==> src/epc_pkg.sv <==
// Package with configuration encodings, register map and timing constants of the probe control.
package epc_pkg;

    // ------------------------------------------------------------------
    // Register map (byte addresses on the AXI4-Lite slave)
    // ------------------------------------------------------------------
    localparam logic [7:0] REG_CFG_OFS    = 8'h00;
    localparam logic [7:0] REG_STATUS_OFS = 8'h04;
    localparam logic [7:0] REG_CTRL_OFS   = 8'h08;

    // ------------------------------------------------------------------
    // Configuration word field positions
    // ------------------------------------------------------------------
    localparam int CFG_MODE_LSB   = 0;   // Usage mode, 3 bits.
    localparam int CFG_PWRON_BIT  = 3;   // 1 = power-on state inactive.
    localparam int CFG_RSTOUT_BIT = 4;   // 1 = reset-out input monitored.
    localparam int CFG_BOOT_LSB   = 5;   // Boot mode, 3 bits.
    localparam int CFG_SUPV_LSB   = 8;   // Supply supervision level, 2 bits.
    localparam int CFG_MRD_BIT    = 10;  // 1 = measurement memory read enabled.
    localparam int CFG_DWR_BIT    = 11;  // 1 = data memory write enabled.
    localparam int CFG_WIDTH      = 12;

    // ------------------------------------------------------------------
    // Encodings
    // ------------------------------------------------------------------
    localparam logic [2:0] MODE_EMU_INIT   = 3'h0;
    localparam logic [2:0] MODE_EMU_NOINIT = 3'h1;
    localparam logic [2:0] MODE_RAM_NOINIT = 3'h2;
    localparam logic [2:0] MODE_RAM_INIT   = 3'h3;
    localparam logic [2:0] MODE_DISABLED   = 3'h4;

    localparam logic [2:0] BOOT_INTERNAL   = 3'h0;
    localparam logic [2:0] BOOT_SERIAL     = 3'h1;
    localparam logic [2:0] BOOT_EXT_SINGLE = 3'h2;
    localparam logic [2:0] BOOT_EXT_MULTI  = 3'h3;
    localparam logic [2:0] BOOT_BY_ECU     = 3'h4;

    localparam logic [1:0] SUPV_2V5 = 2'h0;
    localparam logic [1:0] SUPV_3V3 = 2'h1;
    localparam logic [1:0] SUPV_5V0 = 2'h2;

    // Boot-config drive pattern for external single master boot.
    localparam logic [1:0] BOOTCFG_EXTERNAL = 2'h1;

    // Default configuration word (also the value used when the stored set is blank).
    // Emulation-init, power-on active, reset-out No, boot by ECU, 5.0 V,
    // measurement memory read protected, data memory write protected.
    localparam logic [11:0] CFG_RESET = 12'h280;

    // ------------------------------------------------------------------
    // Timing
    // ------------------------------------------------------------------
    localparam int CLK_NS        = 4;
    localparam int LOAD_WAIT_NS  = 40;   // Least wait for a stored word to arrive.
    localparam int LOAD_WAIT_CYC = (LOAD_WAIT_NS + CLK_NS - 1) / CLK_NS;

    // AXI responses.
    localparam logic [1:0] RESP_OKAY   = 2'h0;
    localparam logic [1:0] RESP_SLVERR = 2'h2;

    // Loader states.
    typedef enum logic [1:0] {
        EPC_LD_IDLE,
        EPC_LD_REQ,
        EPC_LD_DONE
    } epc_ld_state_t;

endpackage : epc_pkg

==> src/epc_ctrl.sv <==
// Configuration-driven access control and reset handling of the emulator probe.
`timescale 1ns/10ps

module epc_ctrl #(
    parameter int CFG_W = 12  // Width of the stored configuration word.
) (
    input  wire logic              aclk,
    input  wire logic              aresetn,
    // AXI4-Lite slave.
    input  wire logic [7:0]        s_axi_awaddr,
    input  wire logic              s_axi_awvalid,
    output logic                   s_axi_awready,
    input  wire logic [31:0]       s_axi_wdata,
    input  wire logic [3:0]        s_axi_wstrb,
    input  wire logic              s_axi_wvalid,
    output logic                   s_axi_wready,
    output logic [1:0]             s_axi_bresp,
    output logic                   s_axi_bvalid,
    input  wire logic              s_axi_bready,
    input  wire logic [7:0]        s_axi_araddr,
    input  wire logic              s_axi_arvalid,
    output logic                   s_axi_arready,
    output logic [31:0]            s_axi_rdata,
    output logic [1:0]             s_axi_rresp,
    output logic                   s_axi_rvalid,
    input  wire logic              s_axi_rready,
    // Nonvolatile store port.
    output logic                   nv_rd_req,
    input  wire logic              nv_rd_ack,
    input  wire logic [CFG_W-1:0]  nv_rd_data,
    input  wire logic              nv_blank,
    output logic                   nv_wr_req,
    output logic [CFG_W-1:0]       nv_wr_data,
    // ECU side.
    input  wire logic              power_save,
    input  wire logic              power_fail,
    input  wire logic              ecu_reset_line_n_i,
    output logic                   ecu_reset_line_n_o,
    output logic                   ecu_reset_line_n_oe,
    input  wire logic              mcu_reset_out_input_n,
    output logic [1:0]             boot_config_drive_pins_o,
    output logic                   boot_config_drive_pins_oe,
    output logic                   reset_config_drive_pin_n_o,
    output logic                   reset_config_drive_pin_n_oe,
    // Memory access gating.
    input  wire logic              bus_rd,
    input  wire logic              bus_wr,
    input  wire logic              bus_sel_data,
    input  wire logic              bus_sel_meas,
    input  wire logic              bus_sel_trig,
    output logic                   mem_rd_en,
    output logic                   mem_wr_en,
    output logic                   bus_respond,
    output logic                   mem_wr_protect,
    output logic                   meascal_en,
    output logic                   restore_req,
    output logic                   ram_ext_mode,
    output logic [1:0]             supv_level
);

    // ------------------------------------------------------------------
    // Elaboration check
    // ------------------------------------------------------------------
    if (CFG_W != epc_pkg::CFG_WIDTH) begin : g_bad_width
        $error("epc_ctrl: CFG_W must equal the configuration word width.");
    end

    // ------------------------------------------------------------------
    // Configuration loader
    // ------------------------------------------------------------------
    epc_pkg::epc_ld_state_t ld_q, ld_d;        // Loader state.
    logic [CFG_W-1:0]       cfg_q, cfg_d;      // Live configuration word.
    logic [3:0]             wait_q, wait_d;    // Least wait before data counts.
    logic                   loaded_q, loaded_d;// Configuration valid.
    logic                   nvw_q, nvw_d;      // Store write pulse.
    logic                   recov_q, recov_d;  // Recovery boot armed by software.
    logic                   swrst_q, swrst_d;  // Software-held ECU reset.

    // AXI bookkeeping.
    logic        aw_q, aw_d;                   // Write address captured.
    logic        w_q, w_d;                     // Write data captured.
    logic [7:0]  awa_q, awa_d;
    logic [31:0] wd_q, wd_d;
    logic [3:0]  ws_q, ws_d;
    logic        bv_q, bv_d;
    logic [1:0]  br_q, br_d;
    logic        rv_q, rv_d;
    logic [31:0] rd_q, rd_d;
    logic [1:0]  rr_q, rr_d;

    // Decoded configuration fields.
    logic [2:0] mode;
    logic [2:0] boot;
    logic       pwr_inactive;
    logic       rstout_use;
    logic       ecu_in_reset;   // Monitored microcontroller reset state.
    assign mode         = cfg_q[epc_pkg::CFG_MODE_LSB +: 3];
    assign boot         = cfg_q[epc_pkg::CFG_BOOT_LSB +: 3];
    assign pwr_inactive = cfg_q[epc_pkg::CFG_PWRON_BIT];
    assign rstout_use   = cfg_q[epc_pkg::CFG_RSTOUT_BIT];

    // Check a proposed word: legal mode, and forced boot only with reset-out.
    function automatic logic cfg_ok(input logic [CFG_W-1:0] c);
        logic ok;
        ok = (c[epc_pkg::CFG_MODE_LSB +: 3] <= epc_pkg::MODE_DISABLED);
        ok = ok && (c[epc_pkg::CFG_BOOT_LSB +: 3] <= epc_pkg::BOOT_BY_ECU);
        ok = ok && (c[epc_pkg::CFG_SUPV_LSB +: 2] != 2'h3);
        ok = ok && ((c[epc_pkg::CFG_BOOT_LSB +: 3] == epc_pkg::BOOT_BY_ECU)
                    || c[epc_pkg::CFG_RSTOUT_BIT]);
        return ok;
    endfunction : cfg_ok

    // Next-state logic for loader, configuration and the AXI slave.
    // The loader holds the configuration at its default until the stored
    // word arrives, so the gating outputs never see a half-loaded word.
    always_comb begin
        logic [31:0] merged;
        merged   = {{(32-CFG_W){1'b0}}, cfg_q};
        ld_d     = ld_q;
        cfg_d    = cfg_q;
        wait_d   = wait_q;
        loaded_d = loaded_q;
        nvw_d    = 1'b0;
        recov_d  = recov_q;
        swrst_d  = swrst_q;
        aw_d = aw_q; w_d = w_q; awa_d = awa_q; wd_d = wd_q; ws_d = ws_q;
        bv_d = bv_q; br_d = br_q; rv_d = rv_q; rd_d = rd_q; rr_d = rr_q;
        unique case (ld_q)
            epc_pkg::EPC_LD_IDLE: begin
                wait_d = 4'h0;
                ld_d   = epc_pkg::EPC_LD_REQ;
            end
            epc_pkg::EPC_LD_REQ: begin
                if (wait_q < 4'(epc_pkg::LOAD_WAIT_CYC)) begin
                    wait_d = wait_q + 4'h1;
                end
                if (nv_rd_ack && wait_q >= 4'(epc_pkg::LOAD_WAIT_CYC)) begin
                    if (!nv_blank && cfg_ok(nv_rd_data)) begin
                        cfg_d = nv_rd_data;
                    end
                    loaded_d = 1'b1;
                    ld_d     = epc_pkg::EPC_LD_DONE;
                end
            end
            epc_pkg::EPC_LD_DONE: begin
                ld_d = epc_pkg::EPC_LD_DONE;
            end
        endcase
        // Write channel: take address and data in either order.
        if (s_axi_awvalid && !aw_q) begin
            aw_d  = 1'b1;
            awa_d = s_axi_awaddr;
        end
        if (s_axi_wvalid && !w_q) begin
            w_d  = 1'b1;
            wd_d = s_axi_wdata;
            ws_d = s_axi_wstrb;
        end
        if (aw_q && w_q && !bv_q) begin
            aw_d = 1'b0;
            w_d  = 1'b0;
            bv_d = 1'b1;
            br_d = epc_pkg::RESP_OKAY;
            if (awa_q == epc_pkg::REG_CFG_OFS) begin
                if (ws_q[0]) merged[7:0] = wd_q[7:0];
                if (ws_q[1]) merged[15:8] = wd_q[15:8];
                // Illegal words are refused so the store never holds one.
                if (loaded_q && cfg_ok(merged[CFG_W-1:0])) begin
                    cfg_d = merged[CFG_W-1:0];
                    nvw_d = 1'b1;
                end else begin
                    br_d = epc_pkg::RESP_SLVERR;
                end
            end else if (awa_q == epc_pkg::REG_CTRL_OFS) begin
                if (ws_q[0]) begin
                    recov_d = wd_q[0] && rstout_use;
                    swrst_d = wd_q[1];
                end
            end else begin
                br_d = epc_pkg::RESP_SLVERR;
            end
        end
        if (bv_q && s_axi_bready) begin
            bv_d = 1'b0;
        end
        // Read channel.
        if (s_axi_arvalid && !rv_q) begin
            rv_d = 1'b1;
            rr_d = epc_pkg::RESP_OKAY;
            if (s_axi_araddr == epc_pkg::REG_CFG_OFS) begin
                rd_d = {{(32-CFG_W){1'b0}}, cfg_q};
            end else if (s_axi_araddr == epc_pkg::REG_STATUS_OFS) begin
                rd_d = {27'h0, ecu_in_reset, meascal_en, ram_ext_mode, loaded_q,
                        power_fail};
            end else if (s_axi_araddr == epc_pkg::REG_CTRL_OFS) begin
                rd_d = {30'h0, swrst_q, recov_q};
            end else begin
                rd_d = 32'h0000_0000;
                rr_d = epc_pkg::RESP_SLVERR;
            end
        end else if (rv_q && s_axi_rready) begin
            rv_d = 1'b0;
        end
    end

    // ------------------------------------------------------------------
    // ECU-side decisions
    // ------------------------------------------------------------------
    // monitor MCU reset-out when reset-out is used, else the ECU reset line
    assign ecu_in_reset = rstout_use ? !mcu_reset_out_input_n : !ecu_reset_line_n_i;

    logic                 hold_rst_d, respond_d, rd_en_d, wr_en_d;
    logic                 wp_d, mc_d, rest_d, ram_d, bdrv_d, rcfg_d;
    logic                 hold_rst_q, respond_q, rd_en_q, wr_en_q;
    logic                 wp_q, mc_q, rest_q, ram_q, bdrv_q, rcfg_q;
    logic [1:0]           boot_d, boot_q, supv_d, supv_q;

    // Combinational access policy, registered below.
    always_comb begin
        logic ram_mode;
        logic data_ok;
        ram_mode = (mode == epc_pkg::MODE_RAM_INIT) || (mode == epc_pkg::MODE_RAM_NOINIT);
        // hold ECU reset during power save and init
        hold_rst_d = power_save || !loaded_q || swrst_q;
        respond_d  = loaded_q && (mode != epc_pkg::MODE_DISABLED);
        // active power-on state enables data memory
        // inactive power-on state blocks data memory
        data_ok    = !pwr_inactive;
        rd_en_d    = 1'b0;
        wr_en_d    = 1'b0;
        if (respond_d) begin
            if (bus_sel_data) begin
                rd_en_d = bus_rd && data_ok;
                wr_en_d = bus_wr && data_ok && cfg_q[epc_pkg::CFG_DWR_BIT];
            end else if (bus_sel_meas) begin
                rd_en_d = bus_rd && cfg_q[epc_pkg::CFG_MRD_BIT];
                wr_en_d = bus_wr;
            end else if (bus_sel_trig && !ram_mode) begin
                // trigger segment removed in RAM modes
                rd_en_d = bus_rd && cfg_q[epc_pkg::CFG_MRD_BIT];
                wr_en_d = bus_wr;
            end
        end
        wp_d   = ecu_in_reset;
        mc_d   = loaded_q && (mode == epc_pkg::MODE_EMU_INIT);
        // restore only in RAM-init or emulation-init
        rest_d = power_fail && loaded_q &&
                 ((mode == epc_pkg::MODE_RAM_INIT) || (mode == epc_pkg::MODE_EMU_INIT));
        ram_d  = loaded_q && ram_mode;
        // forced boot source drives boot pins
        // boot pins rely on ECU wiring
        bdrv_d = loaded_q && (recov_q || (boot != epc_pkg::BOOT_BY_ECU));
        boot_d = recov_q ? epc_pkg::BOOTCFG_EXTERNAL : boot[1:0];
        // Config pin goes low once reset is released while the boot pins are driven.
        rcfg_d = bdrv_d && !hold_rst_d;
        supv_d = cfg_q[epc_pkg::CFG_SUPV_LSB +: 2];
    end

    // ------------------------------------------------------------------
    // Registers
    // ------------------------------------------------------------------
    // Every output except the tied-low pin levels comes from a flop; reset values follow the defaults.
    always_ff @(posedge aclk) begin
        if (!aresetn) begin
            ld_q <= epc_pkg::EPC_LD_IDLE;
            cfg_q <= epc_pkg::CFG_RESET;
            wait_q <= 4'h0; loaded_q <= 1'b0; nvw_q <= 1'b0;
            recov_q <= 1'b0; swrst_q <= 1'b0;
            aw_q <= 1'b0; w_q <= 1'b0; awa_q <= 8'h00; wd_q <= 32'h0; ws_q <= 4'h0;
            bv_q <= 1'b0; br_q <= 2'h0; rv_q <= 1'b0; rd_q <= 32'h0; rr_q <= 2'h0;
            hold_rst_q <= 1'b1; respond_q <= 1'b0; rd_en_q <= 1'b0; wr_en_q <= 1'b0;
            wp_q <= 1'b1; mc_q <= 1'b0; rest_q <= 1'b0; ram_q <= 1'b0;
            bdrv_q <= 1'b0; rcfg_q <= 1'b0; boot_q <= 2'h0; supv_q <= epc_pkg::SUPV_5V0;
        end else begin
            ld_q <= ld_d; cfg_q <= cfg_d; wait_q <= wait_d; loaded_q <= loaded_d;
            nvw_q <= nvw_d; recov_q <= recov_d; swrst_q <= swrst_d;
            aw_q <= aw_d; w_q <= w_d; awa_q <= awa_d; wd_q <= wd_d; ws_q <= ws_d;
            bv_q <= bv_d; br_q <= br_d; rv_q <= rv_d; rd_q <= rd_d; rr_q <= rr_d;
            hold_rst_q <= hold_rst_d; respond_q <= respond_d;
            rd_en_q <= rd_en_d; wr_en_q <= wr_en_d; wp_q <= wp_d; mc_q <= mc_d;
            rest_q <= rest_d; ram_q <= ram_d; bdrv_q <= bdrv_d; rcfg_q <= rcfg_d;
            boot_q <= boot_d; supv_q <= supv_d;
        end
    end

    // ------------------------------------------------------------------
    // Output wiring
    // ------------------------------------------------------------------
    assign s_axi_awready = !aw_q;
    assign s_axi_wready  = !w_q;
    assign s_axi_bvalid  = bv_q;
    assign s_axi_bresp   = br_q;
    assign s_axi_arready = !rv_q;
    assign s_axi_rvalid  = rv_q;
    assign s_axi_rdata   = rd_q;
    assign s_axi_rresp   = rr_q;
    assign nv_rd_req     = (ld_q == epc_pkg::EPC_LD_REQ);
    assign nv_wr_req     = nvw_q;
    assign nv_wr_data    = cfg_q;
    // Open-drain reset: only ever pulled low.
    assign ecu_reset_line_n_o          = 1'b0;
    assign ecu_reset_line_n_oe         = hold_rst_q;
    assign boot_config_drive_pins_o    = boot_q;
    assign boot_config_drive_pins_oe   = bdrv_q;
    assign reset_config_drive_pin_n_o  = 1'b0;
    assign reset_config_drive_pin_n_oe = rcfg_q;
    assign mem_rd_en      = rd_en_q;
    assign mem_wr_en      = wr_en_q;
    assign bus_respond    = respond_q;
    assign mem_wr_protect = wp_q;
    assign meascal_en     = mc_q;
    assign restore_req    = rest_q;
    assign ram_ext_mode   = ram_q;
    assign supv_level     = supv_q;

    // ------------------------------------------------------------------
    // Assertions
    // ------------------------------------------------------------------
    a_reset_hold_load: assert property (@(posedge aclk) disable iff (!aresetn)
        !loaded_q |=> ecu_reset_line_n_oe)
        else $error("ECU reset released before configuration load.");
    a_disabled_silent: assert property (@(posedge aclk) disable iff (!aresetn)
        (mode == epc_pkg::MODE_DISABLED) |=> !bus_respond && !mem_rd_en && !mem_wr_en)
        else $error("Disabled probe answered a bus access.");
    a_meascal_mode: assert property (@(posedge aclk) disable iff (!aresetn)
        meascal_en |-> $past(mode) == epc_pkg::MODE_EMU_INIT)
        else $error("Measurement enabled outside emulation-init mode.");
    a_data_inactive: assert property (@(posedge aclk) disable iff (!aresetn)
        (pwr_inactive && bus_sel_data) |=> !mem_rd_en && !mem_wr_en)
        else $error("Data memory answered while power-on inactive.");
    a_data_wprot: assert property (@(posedge aclk) disable iff (!aresetn)
        (bus_sel_data && bus_wr && !cfg_q[epc_pkg::CFG_DWR_BIT]) |=> !mem_wr_en)
        else $error("Data memory written while write protected.");
    a_meas_rprot: assert property (@(posedge aclk) disable iff (!aresetn)
        (bus_sel_meas && bus_rd && !cfg_q[epc_pkg::CFG_MRD_BIT]) |=> !mem_rd_en)
        else $error("Measurement memory read while read protected.");
    a_trig_removed: assert property (@(posedge aclk) disable iff (!aresetn)
        ((mode == epc_pkg::MODE_RAM_INIT || mode == epc_pkg::MODE_RAM_NOINIT)
         && bus_sel_trig && !bus_sel_data && !bus_sel_meas) |=> !mem_rd_en && !mem_wr_en)
        else $error("Trigger segment answered in RAM extension mode.");
    a_boot_needs_ro: assert property (@(posedge aclk) disable iff (!aresetn)
        (boot != epc_pkg::BOOT_BY_ECU) |-> rstout_use)
        else $error("Forced boot mode without reset-out monitoring.");
    a_wp_follows: assert property (@(posedge aclk) disable iff (!aresetn)
        ##1 (mem_wr_protect == $past(ecu_in_reset)))
        else $error("Write protect does not follow the monitored reset.");
    a_noinit_restore: assert property (@(posedge aclk) disable iff (!aresetn)
        (mode == epc_pkg::MODE_EMU_NOINIT || mode == epc_pkg::MODE_RAM_NOINIT)
        |=> !restore_req)
        else $error("Restore requested in a no-restore mode.");

endmodule : epc_ctrl

==> config.mk <==
export PLATFORM = sky130hd
export DESIGN_NAME = epc_ctrl
export DESIGN_NICKNAME = d
export VERILOG_FILES = /design/src/epc_pkg.sv /design/src/epc_ctrl.sv
export SDC_FILE = /design/constraint.sdc
export NUM_CORES = 1
export LEC_CHECK = 0
export BUFFER_PORTS_ARGS = -buffer_cell sky130_fd_sc_hd__clkbuf_2
export CAP_MARGIN = 20
export CORE_MARGIN = 1
export CORE_UTILIZATION = 40
export CTS_CLUSTER_SIZE = 40
export DETAILED_ROUTE_END_ITERATION = 12
export PLACE_DENSITY_LB_ADDON = 0.25
export SYNTH_ARGS = -nofsm -noshare
export SYNTH_HDL_FRONTEND = slang
export SYNTH_SLANG_ARGS = --single-unit
==> constraint.sdc <==
create_clock -name aclk -period 2.2 [get_ports aclk]
set_input_delay 0.44 -clock aclk [delete_from_list [all_inputs] [get_ports aclk]]
set_output_delay 0.44 -clock aclk [all_outputs]
set_load 0.01 [all_outputs]
Word level (Yosys, flattened, before mapping)

Index checks and enable logic that the tools add are counted.

Flip-flop bits (word level): 98
Output and inout port bits: 71

Reductions and logical operators: 61
Order comparisons: 6
Equal/unequal tests: 17
Bitwise operators: 2
Add/sub/neg operators: 1
Multiplexer cells: 36

Operator list:

| operator            | number |
|---|---|
| $mux 12             | 7 |
| $logic_and 1x1->1   | 29 |
| $mux 8              | 3 |
| $eq 8x4->1 const B  | 2 |
| $logic_not 8->1     | 2 |
| $mux 2              | 8 |
| $mux 4              | 4 |
| $le 3x3->1 const B  | 4 |
| $logic_not 1->1     | 11 |
| $mux 1              | 11 |
| $eq 8x3->1 const B  | 1 |
| $ne 4x4->1 const B  | 2 |
| $pmux 4 s2          | 1 |
| $logic_or 1x1->1    | 7 |
| $eq 3x2->1 const B  | 2 |
| $eq 3x3->1 const B  | 2 |
| $ne 3x3->1 const B  | 2 |
| $pmux 2 s3          | 1 |
| $reduce_and 2->1    | 3 |
| $reduce_or 2->1     | 3 |
| $mux 5              | 1 |
| $add 4x1->4 const B | 1 |
| $ge 4x4->1 const B  | 1 |
| $lt 4x4->1 const B  | 1 |
| 10 further kinds    | 14 |

Longest topological paths before layout

Gate-level depths: netlist of the first run.

Depth in word-level cells: 11
Mapped depth: 8

Worst setup path after synthesis of the first run

Ideal clock, no wire load.

Path kind: flip-flop to flip-flop
Start: reg ld_q[1]
End: reg cfg_q[0] (netlist: nv_wr_data[0])
Path buffers: 2
Library setup time: 0.122 ns
Stages on the path, launching flop included: 9
Slack: 0.477 ns
Arrival: 1.601 ns
Clock period less this slack: 1.723 ns
Path through: dfxtp_1 > inv_1 > ha_1 > buf_2 > nand4_2 > a2111oi_4 > buf_6 > mux2i_1 > a21oi_1

Longest elaborated chain between the ends: 5

Ends and longest elaborated chain:

| element                | line            | text |
|---|---|---|
| from (decl)            | epc_ctrl.sv:71  | `epc_pkg::epc_ld_state_t ld_q, ld_d;` |
| from (signal assigned) | epc_ctrl.sv:265 | `ld_q <= epc_pkg::EPC_LD_IDLE;` |
| from (signal assigned) | epc_ctrl.sv:275 | `ld_q <= ld_d; cfg_q <= cfg_d; wait_q <= wait_d; loaded_q <= loaded_d;` |
| $eq 2x1->1 (*)         | -               |  |
| named net nv_rd_req    | epc_ctrl.sv:28  | `output logic nv_rd_req,` |
| $mux 12 (*)            | epc_ctrl.sv:128 | `unique case (ld_q)` |
| $mux 12                | epc_ctrl.sv:168 | `if (loaded_q && cfg_ok(merged[CFG_W-1:0])) begin` |
| $mux 12                | epc_ctrl.sv:164 | `if (awa_q == epc_pkg::REG_CFG_OFS) begin` |
| $mux 12 (*)            | epc_ctrl.sv:159 | `if (aw_q && w_q && !bv_q) begin` |
| to (signal assigned)   | epc_ctrl.sv:266 | `cfg_q <= epc_pkg::CFG_RESET;` |
| to (signal assigned)   | epc_ctrl.sv:275 |  |
| to (decl)              | epc_ctrl.sv:72  | `logic [CFG_W-1:0] cfg_q, cfg_d;` |

Mark *: on every way through the listed nets, which the timed path passes. The rest lies on a longest branch.
A chain may end at the register's enable or synchronous reset.

Worst setup path in the final report of the first run

Start: reg wait_q[1]
End: reg cfg_q[7] (netlist: nv_wr_data[7])

Longest elaborated chain between the ends: 7

Ends and longest elaborated chain:

| element                | line            | text |
|---|---|---|
| from (decl)            | epc_ctrl.sv:73  | `logic [3:0] wait_q, wait_d;` |
| from (signal assigned) | epc_ctrl.sv:275 |  |
| $ge 4x4->1 (*)         | epc_ctrl.sv:137 | `if (nv_rd_ack && wait_q >= 4'(epc_pkg::LOAD_WAIT_CYC)) begin` |
| $logic_and 1x1->1 (*)  | epc_ctrl.sv:137 |  |
| $mux 12 (*)            | epc_ctrl.sv:137 |  |
| $mux 12 (*)            | epc_ctrl.sv:128 |  |
| $mux 12                | epc_ctrl.sv:168 |  |
| $mux 12                | epc_ctrl.sv:164 |  |
| $mux 12 (*)            | epc_ctrl.sv:159 |  |

Mark *: on every way between the ends. The rest lies on a longest branch, timed or not.

==> impl_metrics.yaml, run 1 <==
worst_setup_path:
  cp.required_ps: 2420
  cp_num_buf_inv: 1
  crit_chain: "ha_1, o311a_1, nand4_2, a2111oi_4, buf_4, mux2i_1, a31oi_1"
  cpPeakStageDelay_ps: 440
  end_kind: "flip-flop"
  cpMaxStageDelayCell: "dfxtp_1"
  cp-start-kind: "flip-flop"
  reg2regPathDepth: 7
  arrival_ps: 2240
  critPathTopFamily: "compound AO/OA/AOI/OAI gates"
  cp_max_fo: 10
  cp.depth: 7
  crit_type: "flip-flop to flip-flop"
finish:
  syn_to_final_growth_pct: 24.0
  drive_gt1_share_pct: 30.7
  multi_input_area_um2: 1700
  fillers: 819
  postLayoutCoreUtil_pct: 51.7
  antenna_cells: 0
  nets: 589
  seq_area_um2: 1520
power_and_ir_drop:
  vdd_ir_drop_max_uv: 285
  p_per_area_nw_per_um2: 748
  p_leak_nw: 1.89
synth:
  yosys_warnings: 0
  ys_seq_area_share_pct: 44.2
  synthMostInstantiatedCell: "dfxtp_1"
  synth_edf_count: 0
  synth_top_area_cell: "dfxtp_1"
  ys_top_cells_by_count: "dfxtp_1, nand2_1, nor2_1"
  ys_top_cells_by_area: "dfxtp_1, mux2i_1, buf_4, a21oi_1, nand2_1"
  async_reset_ff_share_pct: 0
  syn_area_um2: 3440
  synth-seq-cells: 76
  synth_top_area_share_pct: 44.2
  syn_area_per_cell_um2: 8.78
  yosys_most_used_dff: "dfxtp_1"
  syn-instance-count: 392
  yosysUniqueCellTypes: 46
place:
  place_congestion: 0.833
  dp_hpwl_mm: 6.12
  io_buffers: 106
min_path:
  holdPathStages: 2
  hold_path.class: "input pin to flip-flop"
sta:
  fmax_mhz: 495
  finClkSkew_ps: 6.62
  rsz0062_at_grt: "false"
  worstMarginPinSlew_ps: 618
  hold_violations: 0
  drv_slew: 0
  setup-violations-final: 0
  fin_crit_ps: 2020
  setup_tns_ps: 0
  max_slew_margin_pct: 58.3
  fin_crit_sh_pct: 91.8
floorplan:
  ios: 153
  core-area_um2: 8260
  die-area_um2: 8980
  die_x_um: 94.8
  initial_core_util_pct: 41.7
  die_h_um: 94.8
  std_cell_rows: 33
route:
  wl_met3_um: 574
  wl_met1_mm: 3.77
  dr_wl_met2_mm: 3.75
  antenna_left: 0
  drt_iter0_markers: 83
  drc_errors: 0
  vias_per_cell: 4.94
  firstDrtPassIters: 4
  routedWlPerCell_um: 13.3
  vias: 3030
  top_layer: "met4"
  wirelength_mm: 8.18
clock_tree:
  holdBufCountCts: 0
  cts_root_buf: "clkbuf_8"
  ctsHtreeMaxLevel: 3
  clk_pin_slew_ps: 80
  clock_latency_ps: 350
  cts_sinks: 76
  cts_resized: 0
  clock_path_buffers: 2
  cts_setup_buffers: 0
  cts_tree: "built"
  cts_buffers: 9
flow_run:
  maxCapViolCount: 0
run_status:
  status: "completed"
grt:
  grt_overflow_total: 0
  grt_pass1_vias: 2709
  grt_use_total_pct: 18.9
  grt_max_degree: 26
  antenna_found_initial: 0
  grt_pass1_wl_mm: 12.9
[where the power goes]
group / leakage, nW / switching [W] / total [W] / internal [W]
sequential: 0.618 / 0.0000503 / 0.00149 / 0.00144
clock: 0.120 / 0.000522 / 0.00128 / 0.000756
combinational: 1.15 / 0.000252 / 0.000429 / 0.000177
[cell families (layout without fill, tap and decap cells)]
group,count (synthesis),count (layout),synth area share [%]
AO/OA/AOI/OAI,83,83,14.8
XOR/XNOR,2,2,0.509
adder cells (fa/ha/maj),4,4,1.45
buffers and inverters,52,145,8.80
flip-flops,76,76,44.2
multiplexers,36,36,10.9
other,1,24,0.109
AND/OR/NAND/NOR,138,138,19.2
[final timing paths]
check	from	endpoint	slack, ps
worst min-delay path	s_axi_rready	s_axi_rvalid	280
worst max-delay path	wait_q[1]	nv_wr_data[7]	180
worst max register to register	wait_q[1]	nv_wr_data[7]	180
worst min register to register	s_axi_rdata[4]	s_axi_rdata[4]	460
[stage by stage]
step	worst slack, ps	std cells	power, W	cell area [um^2]	hold WS (ps)
after floorplan	477	415	0.00182	3530	433
after global placement	165	597	0.00193	4030	445
after detailed placement	143	597	0.00195	4030	449
after CTS	166	613	0.00322	4270	259
after global routing	8.47	613	0.00334	4270	291
final	181	613	0.00319	4270	279
[layout make-up]
type,count,area share [%]
clock inverter,6,2.64
multi-input combinational,287,39.9
timing repair buffer,120,14.9
sequential,76,35.7
clock buffer,10,2.99
inverter,9,0.792
tap,105,3.08
[registers in the layout, summed over array words and instances (netlist names), 2 cells and up]
name                      cells
wait_q                        4
ld_q                          2
s_axi_rdata                  12
wd_q                         12
ws_q                          2
awa_q                         8
nv_wr_data                   12
boot_config_drive_pins_o      2
supv_level                    2
[layer usage]
metal	vias to the layer above	track usage (%)
met4	0	8.08
met5	-	0
met3	9	3.46
li1	1527	-
met1	1386	25.6
met2	108	29.4
[placed cells by master, fill, tap and decap left out, types with 2 or more instances in the layout]
master,Yosys,routed
bufinv_16,0,3
a211oi_1,2,2
o21ai_1,7,7
o21ai_0,14,14
mux2_2,13,13
clkinv_4,0,2
dfxtp_1,76,76
o211ai_1,2,2
nand2b_1,6,6
o21a_1,2,2
inv_1,8,8
nor4b_1,2,2
buf_4,25,14
a22oi_1,9,9
and3_1,3,3
mux2i_1,23,23
nor2_1,47,47
nor2b_1,5,5
and2_1,2,2
a21oi_1,37,37
nor4_1,5,5
conb_1,1,24
nand3_1,11,11
ha_1,4,4
a31oi_1,4,4
nand2_1,48,48
clkbuf_2,0,106
clkbuf_8,0,9
No activity file was read; power rests on OpenSTA's default activity.
==> run 2: changes to the inputs <==
Settings changed: CELL_PAD_IN_SITES_DETAIL_PLACEMENT set to 0, CELL_PAD_IN_SITES_GLOBAL_PLACEMENT set to 1, CORE_UTILIZATION 40 to 35, CTS_BUF_LIST set to sky130_fd_sc_hd__clkbuf_4.
==> impl_metrics.yaml, run 2 (synthesis results as in run 1) <==
run_status:
  status: "completed"
floorplan:
  die_x_um: 101
  std_cell_rows: 35
  die_h_um: 101
  core-area_um2: 9370
  die-area_um2: 10200
  ios: 153
  initial_core_util_pct: 36.7
route:
  wirelength_mm: 8.52
  drt_iter0_markers: 81
  drc_errors: 0
  routedWlPerCell_um: 13.3
  vias_per_cell: 4.64
  antenna_left: 0
  firstDrtPassIters: 4
  vias: 2963
grt:
  grt_max_degree: 25
  antenna_found_initial: 0
  grt_use_total_pct: 17.3
  grt_pass1_vias: 2771
  grt_overflow_total: 0
  grt_pass1_wl_mm: 13.6
power_and_ir_drop:
  vdd_ir_drop_max_uv: 311
  switching_share_pct: 30.2
  pwr-share-comb_pct: 16.3
  p_per_area_nw_per_um2: 627
  p_leak_nw: 1.84
  p_int_w: 0.00183
  p_switching_w: 0.000794
  power.clock.fraction_pct: 27.0
  pwr-share-seq_pct: 56.7
worst_setup_path:
  arrival_ps: 2210
  cp_max_fo: 10
  cp-start-kind: "flip-flop"
  r2r-start: "wait_q[1]"
  cp.required_ps: 2490
  end_kind: "flip-flop"
  worstSetupStartpoint: "wait_q[1]"
  crit_type: "flip-flop to flip-flop"
clock_tree:
  cts_sinks: 76
  ctsHtreeMaxLevel: 3
  cts_resized: 0
  cts_buffers: 9
  cts_tree: "built"
  clock_latency_ps: 420
  cts_root_buf: "clkbuf_4"
  clk_pin_slew_ps: 130
  clock_path_buffers: 2
  holdBufCountCts: 0
  cts_setup_buffers: 0
min_path:
  hold_path.class: "input pin to flip-flop"
  min_from: "power_save"
finish:
  fillers: 1011
  layout_commonest_cell: "clkbuf_2"
  drive_gt1_share_pct: 30.6
  layout_common_cells: "clkbuf_2, dfxtp_1, nand2_1, nor2_1, a21oi_1"
  nets: 591
  syn_to_final_growth_pct: 21.6
  antenna_cells: 0
sta:
  worstMarginPinSlew_ps: 545
  setup_tns_ps: 0
  fin_crit_ps: 1920
  drv_slew: 0
  finClkSkew_ps: 14.9
  fin_crit_sh_pct: 87.4
  fin_hold_ws_ps: 202
  rsz0062_at_grt: "false"
  fmax_mhz: 520
  setup-violations-final: 0
  max_slew_margin_pct: 63.2
  hold_violations: 0
place:
  place_congestion: 0.749
  dp_hpwl_mm: 6.49
  io_buffers: 106
flow_run:
  maxCapViolCount: 0
## run 2: critical path: stages (launching register included)
cell and delay, ps:
dfxtp_1 460, ha_1 210, o311a_1 220, nand4_2 130, a2111oi_4 300, buf_12 200
mux2i_1 180, a21oi_1 90
## run 2: worst paths after layout
kind / end / slack (ps) / depth (start not counted)
max: nv_wr_data[11] / 280 / 7
min: reset_config_drive_pin_n_oe / 200 / 2
max reg2reg: nv_wr_data[11] / 280 / 7
min reg2reg: s_axi_rdata[4] / 460 / 2
## run 2: layer usage
metal / share of wire [%] / up-vias / global-route usage, % / wire length (um)
met1: 49 / 1339 / 22.6 / 4170
li1: - / 1534 / - / -
met4: 1.1 / 0 / 7.02 / 97
met2: 46 / 82 / 28.4 / 3900
met5: 0 / - / 0 / 0
met3: 4.1 / 8 / 2.97 / 350
## run 2: through the flow
stage | instances | utilization (%) | setup slack (ps) | power (W) | area [um^2]
floorplan | 415 | - | 477 | 0.00182 | 3530
CTS | 639 | 44.7 | 281 | 0.00265 | 4190
global route | 639 | 44.7 | 91.4 | 0.00278 | 4190
finish | 639 | 44.7 | 277 | 0.00262 | 4190
global placement | 623 | 43.6 | 288 | 0.00194 | 4080
detailed placement | 623 | 43.6 | 262 | 0.00195 | 4080
## run 2: layout make-up
| cell class | instances | area, um^2 | area share, % |
|---|---|---|---|
| multi-input cells | 287 | 1700 | 40.7 |
| flip-flops and latches | 76 | 1520 | 36.4 |
| repair buffers | 122 | 663 | 15.8 |
| well taps | 129 | 161 | 3.86 |
| clock buffers | 9 | 67.6 | 1.61 |
| clock inverters | 7 | 33.8 | 0.807 |
| inverters | 9 | 33.8 | 0.807 |
## run 2: power groups by stage
stage	sequential (W)	combinational (W)	clock [W]
global placement	0.00152	0.000423	0
detailed placement	0.00152	0.000430	0
finish	0.00149	0.000427	0.000709
CTS	0.00149	0.000432	0.000728
global route	0.00150	0.000499	0.000789
floorplan	0.00151	0.000312	0
==> run 3: changes to the inputs <==
Settings changed: GPL_TIMING_DRIVEN set to 0.
==> impl_metrics.yaml, run 3 (synthesis results as in run 1) <==
clock_tree:
  clock_path_buffers: 2
  cts_resized: 0
  clk_pin_slew_ps: 120
  clock_latency_ps: 410
  ctsHtreeMaxLevel: 3
  cts_buffers: 9
  cts_root_buf: "clkbuf_4"
  cts_sinks: 76
  cts_tree: "built"
  holdBufCountCts: 0
  cts_setup_buffers: 0
route:
  antenna_left: 0
  vias_per_cell: 4.68
  drc_errors: 0
  drt_iter0_markers: 107
  wirelength_mm: 9.06
  routedWlPerCell_um: 13.6
  vias: 3114
  firstDrtPassIters: 4
power_and_ir_drop:
  vdd_ir_drop_max_uv: 255
  p_leak_nw: 1.96
  p_per_area_nw_per_um2: 662
grt:
  antenna_found_initial: 0
  grt_pass1_wl_mm: 14.3
  grt_use_total_pct: 18.4
  grt_pass1_vias: 2904
  grt_overflow_total: 0
  grt_max_degree: 13
place:
  place_congestion: 0.794
  io_buffers: 105
  dp_hpwl_mm: 6.99
run_status:
  status: "completed"
worst_setup_path:
  arrival_ps: 2290
  cp-start-kind: "flip-flop"
  cpMaxStageDelayCell: "dfxtp_1"
  crit_type: "flip-flop to flip-flop"
  end_kind: "flip-flop"
  reg2reg_slack_ps: 200
  cpPeakStageDelay_ps: 460
  cp.required_ps: 2490
  cp_max_fo: 10
  crit_chain: "ha_1, o311a_1, nand4_2, a2111oi_4, buf_6, mux2i_1, a21oi_1"
sta:
  hold_violations: 0
  rsz0062_at_grt: "false"
  setup-violations-final: 0
  fin_crit_sh_pct: 91.0
  max_slew_margin_pct: 52.5
  drv_slew: 0
  setup_tns_ps: 0
  fin_crit_ps: 2000
  worstMarginPinSlew_ps: 706
  finClkSkew_ps: 11.3
  fmax_mhz: 500
floorplan:
  ios: 153
  core-area_um2: 9370
  std_cell_rows: 35
  initial_core_util_pct: 36.7
  die_x_um: 101
  die_h_um: 101
  die-area_um2: 10200
min_path:
  hold_path.class: "input pin to flip-flop"
finish:
  antenna_cells: 0
  layout_commonest_cell: "clkbuf_2"
  layout_common_cells: "clkbuf_2, dfxtp_1, nand2_1, nor2_1, a21oi_1"
  syn_to_final_growth_pct: 26.9
  drive_gt1_share_pct: 32.1
  nets: 617
  postLayoutCoreUtil_pct: 46.6
flow_run:
  maxCapViolCount: 0
## run 3: changes by cell type in the layout (fill, tap and decap cells not counted), sizes merged
cell and delta:
clkinv -2, clkbuf +9, buf +18, clkinvlp -1
bufinv +2
## run 3: cell type report
| cell class | count | area, um^2 |
|---|---|---|
| clock inverter | 6 | 78.8 |
| sequential | 76 | 1520 |
| fill | 980 | 5000 |
| timing repair buffer | 105 | 526 |
| buffer | 43 | 269 |
| inverter | 9 | 33.8 |
| tap | 129 | 161 |
| clock buffer | 10 | 75.1 |
| multi-input combinational | 287 | 1700 |
## run 3: worst max-delay path, delay by kind of cell (launching register included)
| family | cells | cell delay, ps |
|---|---|---|
| AND/OR/NAND/NOR | 1 | 130 |
| AO/OA/AOI/OAI | 3 | 650 |
| flip-flops | 1 | 460 |
| adder cells (fa/ha/maj) | 1 | 210 |
| buffers and inverters | 1 | 240 |
| multiplexers | 1 | 210 |
## run 3: where the power goes
group | switching, W | internal (W) | leakage, nW
Combinational | 0.000267 | 0.000192 | 1.25
Clock | 0.000480 | 0.000465 | 0.0876
Sequential | 0.0000486 | 0.00144 | 0.618
## run 3: path summary, 6_finish.rpt
check / cells after the start / from / to
min reg2reg: 2 / s_axi_rdata[3] / s_axi_rdata[3]
max reg2reg: 7 / wait_q[1] / nv_wr_data[5]
max: 7 / wait_q[1] / nv_wr_data[5]
min: 2 / power_save / reset_config_drive_pin_n_oe
## run 3: routing by layer
| metal | global-route usage, % | wire length, um | part of all wire (%) |
|---|---|---|---|
| met1 | 23.8 | 4170 | 46 |
| met2 | 30.7 | 4240 | 47 |
| met5 | 0 | 0 | 0 |
| met4 | 6.69 | 112 | 1.2 |
| met3 | 3.11 | 541 | 6.0 |
## run 3: through the flow
stage               power, W  worst slack (ps)  cell area [um^2]  hold slack, ps  std cells
finish               0.00289               198              4370             195        665
global route         0.00304              8.82              4370             181        665
CTS                  0.00291               188              4370             169        665
detailed placement   0.00197               139              4220             446        649
global placement     0.00196               163              4220             446        649
floorplan            0.00182               477              3530             433        415
